[src/include/tmc_pkg.sv]
// Package for the 16-bit timer/counter: register map, control layout,
// reset values and phase constants.
// Assumes a byte-wide register port and one core clock at 100 MHz.
package tmc_pkg;

  localparam logic [7:0] TMC_FLAG_OFS = 8'h0C;
  localparam logic [7:0] TMC_CNTLO_OFS = 8'h0E;
  localparam logic [7:0] TMC_CNTHI_OFS = 8'h0F;
  localparam logic [7:0] TMC_CTRL_OFS = 8'h10;
  localparam logic [7:0] TMC_IE_OFS = 8'h8C;

  localparam logic [5:0] TMC_CTRL_RST = 6'h00;
  localparam logic TMC_FLAG_RST = 1'b0;
  localparam logic TMC_IE_RST = 1'b0;
  localparam logic [15:0] TMC_COUNT_MAX = 16'hFFFF;
  localparam logic [2:0] TMC_PRES_RST = 3'h0;

  // Four core clocks per instruction cycle, phases Q1..Q4 as 0..3
  localparam logic [1:0] TMC_Q2 = 2'h1;
  localparam logic [1:0] TMC_Q4 = 2'h3;

  typedef struct packed {
    logic [7:0] addr;
    logic [7:0] wrData;
    logic wr;
    logic rd;
  } tmc_req_t;

  // Bit 5..0 of timer_control, in register order
  typedef struct packed {
    logic [1:0] prescaleSelect;
    logic oscEnable;
    logic syncBypass;
    logic sourceSelect;
    logic runEnable;
  } tmc_ctrl_t;

endpackage

[src/core/tmc_timer.sv]
// 16-bit timer/counter with prescaler, optional input synchroniser,
// overflow flag and compare-unit clear.
// Assumes pins arrive asynchronous to clk; rst is power-on/brown-out.
`timescale 1ns/1ns

module tmc_timer
  import tmc_pkg::*;
(
  input wire logic clk,
  input wire logic rst,
  input wire tmc_req_t busReq,
  output logic [7:0] rdData,
  input wire logic extCountPin,
  input wire logic oscInPin,
  input wire logic [1:0] portDirIn,
  input wire logic sleepMode,
  input wire logic ccpReset,
  output logic [1:0] pinOe,
  output logic irqReq,
  output logic wakeReq,
  output logic timeBaseValid
);

  tmc_ctrl_t ctrl_ff, nxt_ctrl;
  logic flag_ff, nxt_flag;
  logic ie_ff, nxt_ie;
  logic [7:0] rdData_ff, nxt_rdData;
  logic [15:0] count_ff, nxt_count;
  logic [1:0] pinMeta_ff, pinSync_ff;
  logic srcPrev_ff, nxt_srcPrev;
  logic [2:0] pres_ff, nxt_pres;
  logic presPrev_ff, nxt_presPrev;
  logic samp_ff, nxt_samp;
  logic sampPrev_ff, nxt_sampPrev;
  logic pend_ff, nxt_pend;
  logic [1:0] qPhase_ff, nxt_qPhase;

  logic wrLo, wrHi, wrCount, wrCtrl, wrFlag, wrIe;
  logic extMode, asyncMode, tick, srcPin, srcRise;
  logic presOut, presWrap, advance, inc, ccpClr, overflow;
  logic [2:0] presMask;

  always_comb begin
    wrLo = busReq.wr && busReq.addr == TMC_CNTLO_OFS;
    wrHi = busReq.wr && busReq.addr == TMC_CNTHI_OFS;
    wrCtrl = busReq.wr && busReq.addr == TMC_CTRL_OFS;
    wrFlag = busReq.wr && busReq.addr == TMC_FLAG_OFS;
    wrIe = busReq.wr && busReq.addr == TMC_IE_OFS;
    wrCount = wrLo || wrHi;
  end

  // Source selection and prescaler
  always_comb begin
    extMode = ctrl_ff.sourceSelect;
    asyncMode = extMode && ctrl_ff.syncBypass;
    tick = qPhase_ff == TMC_Q4 && !sleepMode;
    srcPin = ctrl_ff.oscEnable ? pinSync_ff[1] : pinSync_ff[0];
    srcRise = srcPin && !srcPrev_ff;
    nxt_srcPrev = srcPin;
    case (ctrl_ff.prescaleSelect)
      2'h0: presMask = 3'h0;
      2'h1: presMask = 3'h1;
      2'h2: presMask = 3'h3;
      default: presMask = 3'h7;
    endcase
    presWrap = (pres_ff & presMask) == presMask;
    case (ctrl_ff.prescaleSelect)
      2'h0: presOut = srcPin;
      2'h1: presOut = pres_ff[0];
      2'h2: presOut = pres_ff[1];
      default: presOut = pres_ff[2];
    endcase
    // Prescaler keeps stepping on pin edges even in sleep
    if (wrCount) begin
      nxt_pres = TMC_PRES_RST;
    end else if (extMode ? srcRise : tick) begin
      nxt_pres = pres_ff + 3'h1;
    end else begin
      nxt_pres = pres_ff;
    end
    nxt_presPrev = presOut;
  end

  // Q-phase sampler: the only path for synced external counting
  always_comb begin
    nxt_qPhase = qPhase_ff + 2'h1;
    nxt_samp = samp_ff;
    // Sampler clock stops in sleep, so synced mode freezes
    if ((qPhase_ff == TMC_Q2 || qPhase_ff == TMC_Q4) && !sleepMode) begin
      nxt_samp = presOut;
    end
    nxt_sampPrev = samp_ff;
    nxt_pend = extMode && !asyncMode && samp_ff && !sampPrev_ff;
  end

  always_comb begin
    if (!extMode) begin
      advance = tick && presWrap;
    end else if (asyncMode) begin
      advance = presOut && !presPrev_ff;
    end else begin
      advance = pend_ff;
    end
    inc = ctrl_ff.runEnable && advance;
    ccpClr = ccpReset && !asyncMode;
    overflow = inc && count_ff == TMC_COUNT_MAX && !wrCount && !ccpClr;
    nxt_count = count_ff;
    if (wrLo) begin
      nxt_count[7:0] = busReq.wrData;
    end else if (wrHi) begin
      nxt_count[15:8] = busReq.wrData;
    end else if (ccpClr) begin
      nxt_count = '0;
    end else if (inc) begin
      nxt_count = count_ff + 16'h0001;
    end
  end

  // Register file
  always_comb begin
    nxt_ctrl = ctrl_ff;
    nxt_ie = ie_ff;
    if (wrCtrl) begin
      nxt_ctrl = tmc_ctrl_t'(busReq.wrData[5:0]);
    end
    if (wrIe) begin
      nxt_ie = busReq.wrData[0];
    end
    // A wrap in the same cycle as a software clear keeps the flag
    nxt_flag = overflow || (wrFlag ? busReq.wrData[0] : flag_ff);
    nxt_rdData = 8'h00;
    if (busReq.rd) begin
      case (busReq.addr)
        TMC_CNTLO_OFS: nxt_rdData = count_ff[7:0];
        TMC_CNTHI_OFS: nxt_rdData = count_ff[15:8];
        TMC_CTRL_OFS: nxt_rdData = {2'b00, ctrl_ff};
        TMC_FLAG_OFS: nxt_rdData = {7'h00, flag_ff};
        TMC_IE_OFS: nxt_rdData = {7'h00, ie_ff};
        default: nxt_rdData = 8'h00;
      endcase
    end
  end

  always_ff @(posedge clk) begin
    if (rst) begin
      ctrl_ff <= tmc_ctrl_t'(TMC_CTRL_RST);
      flag_ff <= TMC_FLAG_RST;
      ie_ff <= TMC_IE_RST;
      rdData_ff <= 8'h00;
    end else begin
      ctrl_ff <= nxt_ctrl;
      flag_ff <= nxt_flag;
      ie_ff <= nxt_ie;
      rdData_ff <= nxt_rdData;
    end
  end

  // Count survives rst by design; only ccpClr (ccpReset outside async mode) clears it
  always_ff @(posedge clk) begin
    count_ff <= nxt_count;
  end

  always_ff @(posedge clk) begin
    if (rst) begin
      pinMeta_ff <= 2'h0;
      pinSync_ff <= 2'h0;
      srcPrev_ff <= 1'b0;
      pres_ff <= TMC_PRES_RST;
      presPrev_ff <= 1'b0;
      samp_ff <= 1'b0;
      sampPrev_ff <= 1'b0;
      pend_ff <= 1'b0;
      qPhase_ff <= 2'h0;
    end else begin
      pinMeta_ff <= {oscInPin, extCountPin};
      pinSync_ff <= pinMeta_ff;
      srcPrev_ff <= nxt_srcPrev;
      pres_ff <= nxt_pres;
      presPrev_ff <= nxt_presPrev;
      samp_ff <= nxt_samp;
      sampPrev_ff <= nxt_sampPrev;
      pend_ff <= nxt_pend;
      qPhase_ff <= nxt_qPhase;
    end
  end

  assign rdData = rdData_ff;
  assign irqReq = flag_ff && ie_ff;
  assign wakeReq = irqReq && sleepMode && asyncMode;
  assign timeBaseValid = !asyncMode;
  // Direction bit 1 means input; enable high while driving
  assign pinOe = ctrl_ff.oscEnable ? 2'b00 : ~portDirIn;
endmodule

[config.mk]
export PLATFORM = sky130hd
export DESIGN_NAME = tmc_timer
export DESIGN_NICKNAME = d
export VERILOG_FILES = /design/src/include/tmc_pkg.sv /design/src/core/tmc_timer.sv
export SDC_FILE = /design/constraint.sdc
export NUM_CORES = 1
export LEC_CHECK = 0
export ABC_AREA = 1
export BUFFER_PORTS_ARGS = -buffer_cell sky130_fd_sc_hd__buf_4
export CAP_MARGIN = 20
export CORE_ASPECT_RATIO = 1.75
export CORE_MARGIN = 2
export CORE_UTILIZATION = 61
export CTS_CLUSTER_SIZE = 30
export DETAILED_ROUTE_END_ITERATION = 10
export HOLD_SLACK_MARGIN = 0.02
export MAX_ROUTING_LAYER = met4
export PLACE_DENSITY = 0.83
export RECOVER_POWER = 50
export SETUP_SLACK_MARGIN = 0.2
export SYNTH_ARGS = -nofsm -noshare
export SYNTH_HDL_FRONTEND = slang
export SYNTH_SLANG_ARGS = --single-unit
[constraint.sdc]
create_clock -name clk -period 2.5 [get_ports clk]
set_clock_uncertainty 0.1 [all_clocks]
set_input_delay 0.5 -clock clk [delete_from_list [all_inputs] [get_ports clk]]
set_output_delay 0.5 -clock clk [all_outputs]
set_load 0.05 [all_outputs]
==> flow_metrics.env <==
export IMPL_num_vias=2407
export IMPL_nets=421
export IMPL_grt_pass1_wl_um=10100
export IMPL_synth_cells=349
export IMPL_cts_resized=0
export IMPL_max_vdd_ir_drop_mv=0.520
export IMPL_fmax_mhz=527
export IMPL_die_area_mm2=0.00469
export IMPL_dp_cells=433
export IMPL_maxCapViolCount=0
export IMPL_io_buffers=38
export IMPL_max_slew_margin_pct=53.1
export IMPL_ys_seq_area_share_pct=42.8
export IMPL_area_growth_pct=14.6
export IMPL_synth_simple_area_share_pct=31.6
export IMPL_place_ws_ns=0.481
export IMPL_cts_path_max_buffers=2
export IMPL_io_pins=39
export IMPL_post_drt_wl_per_cell_um=14.5
export IMPL_startpoint_type="input port"
export IMPL_cts_tree="yes"
export IMPL_htreeDepth=2
export IMPL_post_cts_buffers=0
export IMPL_numCtsBuffers=5
export IMPL_p_per_area_mw_per_mm2=530
export IMPL_clkPwrFrac_pct=36.0
export IMPL_p_sw_mw=0.371
export IMPL_cts_sinks=46
export IMPL_synth_compound_area_share_pct=11.7
export IMPL_clk_pin_slew_ns=0.09
export IMPL_overflow=0
export IMPL_comb_power_share_pct=10.0
export IMPL_die_width_um=52.6
export IMPL_via_per_inst=5.46
export IMPL_syn_area_mm2=0.00252
export IMPL_power_leakage_nw=1.32
export IMPL_synth_distinct_cells=37
export IMPL_power_internal_mw=1.16
export IMPL_status="finished clean"
export IMPL_hpwlAfterDp_um=5080
export IMPL_dr_pass1_iters=6
export IMPL_period_minus_slack_ns=1.90
export IMPL_yosys_warnings=0
export IMPL_period_share_pct=75.9
export IMPL_grt_max_degree=15
export IMPL_drc=0
export IMPL_finalSetupViolations=0
export IMPL_fin_ws_ns=0.602
export IMPL_grt_pass1_vias=2301
export IMPL_final_cells=441
export IMPL_min_path_type="in -> reg"
export IMPL_seqPwrFrac_pct=54.0
export IMPL_cts_hold_buffers=0
export IMPL_endpoint_kind="flop"
export IMPL_rsz0062_at_grt="no"
export IMPL_cp_required_ns=2.64
export IMPL_drtIter0Drc=62
export IMPL_drt_total_wl_um=6380
export IMPL_die_h_um=89.1
export IMPL_drv_slew=0
export IMPL_muxShareOfSynthArea_pct=0
export IMPL_worstPathMaxFanout=10
export IMPL_crit_type="in -> reg"
export IMPL_drive_above_1_share_pct=13.8
export IMPL_fin_util_pct=71.0
export IMPL_cp_arrival_ns=2.03
export IMPL_start_util_pct=62.0
export IMPL_synth_avg_cell_area_um2=7.23
export IMPL_totalNegativeSetupSlack_ns=0
export IMPL_clockRootBuffer="clkbuf_8"
export IMPL_num_rows=31
export IMPL_grt_use_total_pct=30.7
export IMPL_syn_nets=379
export IMPL_hold_viol=0
export IMPL_insertion_delay_ns=0.30
export IMPL_antenna_found_initial=0
export IMPL_synthXorXnorAreaFrac_pct=1.39
export IMPL_hold_ws_ns=0.291
export IMPL_synthAdderAreaFrac_pct=1.98
export IMPL_core_area_mm2=0.00407
export IMPL_ys_ff_latch=46
export IMPL_ant_nets=0
export IMPL_diodes=0
export IMPL_switching_share_pct=24.2
export IMPL_worst_pin_slew_ns=0.702
export IMPL_synth_top_family_by_area="simple AND/OR/NAND/NOR gates"
export IMPL_place_gp_congestion=0.963
-- cells by family after synthesis --
group | Yosys count
flops | 46
fa+ha+maj | 4
simple gates | 176
compound gates | 52
buf+inv | 67
xor+xnor | 4
-- cells in the mapped netlist --
cell / number / share of area, %
nor2_2: 6 / 1.5
inv_2: 5 / 0.74
xor2_1: 3 / 1.0
o211ai_1: 4 / 1.2
or2_1: 1 / 0.25
nand3_1: 22 / 4.4
o21ai_2: 1 / 0.35
ha_1: 4 / 2.0
o22ai_1: 6 / 1.5
and3_1: 3 / 0.74
buf_4: 1 / 0.30
o21ai_0: 15 / 3.0
nor3_1: 5 / 0.99
o22ai_2: 1 / 0.50
buf_6: 1 / 0.45
edfxtp_1: 16 / 19
nor2_1: 37 / 5.5
o21ai_1: 10 / 2.0
a31oi_1: 1 / 0.25
a21oi_1: 12 / 2.4
nand3_2: 2 / 0.79
nand2_2: 6 / 1.5
dfxtp_1: 30 / 24
clkbuf_1: 1 / 0.15
nor4_1: 2 / 0.50
nand4_1: 4 / 0.99
a22oi_1: 1 / 0.30
xnor2_1: 1 / 0.35
nand4_2: 1 / 0.50
clkinv_1: 1 / 0.15
nor3_4: 1 / 0.64
inv_1: 57 / 8.5
nand2_1: 83 / 12
nor3_2: 2 / 0.79
buf_2: 1 / 0.20
or2_2: 1 / 0.25
o21bai_1: 1 / 0.30
-- layout make-up --
type	instances	area, µm²
fill	365	1180
multi-input combinational	236	1150
sequential	46	1080
timing repair buffer	39	251
inverter	63	236
clock buffer	6	72.6
tap	49	61.3
clock inverter	2	36.3
-- worst max-delay path: stages --
cell and delay (ns):
clkbuf_4 0.11, nor2_1 0.16, nand2_1 0.16, nor3_1 0.26, clkbuf_1 0.40, inv_2 0.11, nand4_2 0.10, nand2_1 0.11
nor2_1 0.10
-- cell usage in the layout, fill, tap and decap left out, types with 2 or more instances in the layout --
master / instances
a21oi_1: 12
and3_1: 3
buf_4: 27
clkbuf_1: 12
clkbuf_8: 5
dfxtp_1: 30
edfxtp_1: 16
ha_1: 4
inv_1: 57
inv_2: 5
nand2_1: 87
nand2_2: 2
nand3_1: 22
nand3_2: 2
nand4_1: 4
nor2_1: 39
nor2_2: 4
nor3_1: 5
nor3_2: 3
nor4_1: 2
o211ai_1: 4
o21ai_0: 17
o21ai_1: 9
o22ai_1: 6
xor2_1: 3
-- flip-flops by register name, summed over array words and instances (netlist names), 2 cells and up --
| name | flops |
|---|---|
| qPhase_ff | 2 |
| ctrl_ff | 5 |
| pres_ff | 3 |
| count_ff | 16 |
| rdData | 8 |
| pinMeta_ff | 2 |
| pinSync_ff | 2 |
-- per-stage QoR --
step / cell area, µm² / power (mW)
2_1_floorplan: 2530 / 0.930
3_3_place_gp: 2860 / 0.995
3_5_place_dp: 2860 / 1.00
4_1_cts: 2960 / 1.54
5_1_grt: 2890 / 1.58
6_report: 2890 / 1.53
-- power groups by stage --
stage               Clock [mW]  Combinational, mW  Sequential, mW
CTS                      0.556              0.157           0.827
global placement             0              0.152           0.843
finish                   0.552              0.154           0.828
global route             0.579              0.172           0.831
detailed placement           0              0.156           0.844
floorplan                    0             0.0928           0.837
-- routing by layer --
metal  wire length [µm]  vias up  global-route usage, %  part of all wire (%)
li1                   -     1205                      -                     -
met1               2290     1089                   29.6                    36
met2               3470       86                   54.3                    54
met3                265       27                   4.35                   4.2
met4                360        0                   21.2                   5.6
met5                  0        -                      -                     0
-- path summary, 6_finish.rpt --
path | startpoint | to | slack, ns | cells past startpoint
hold / removal | oscInPin | pinMeta_ff[1] | 0.29 | 3
setup reg to reg | qPhase_ff[0] | count_ff[15] | 0.67 | 9
setup / recovery | busReq[15] | rdData[6] | 0.60 | 9
hold reg to reg | pinMeta_ff[0] | pinSync_ff[0] | 0.31 | 2
No activity file was read; power rests on OpenSTA's default activity.
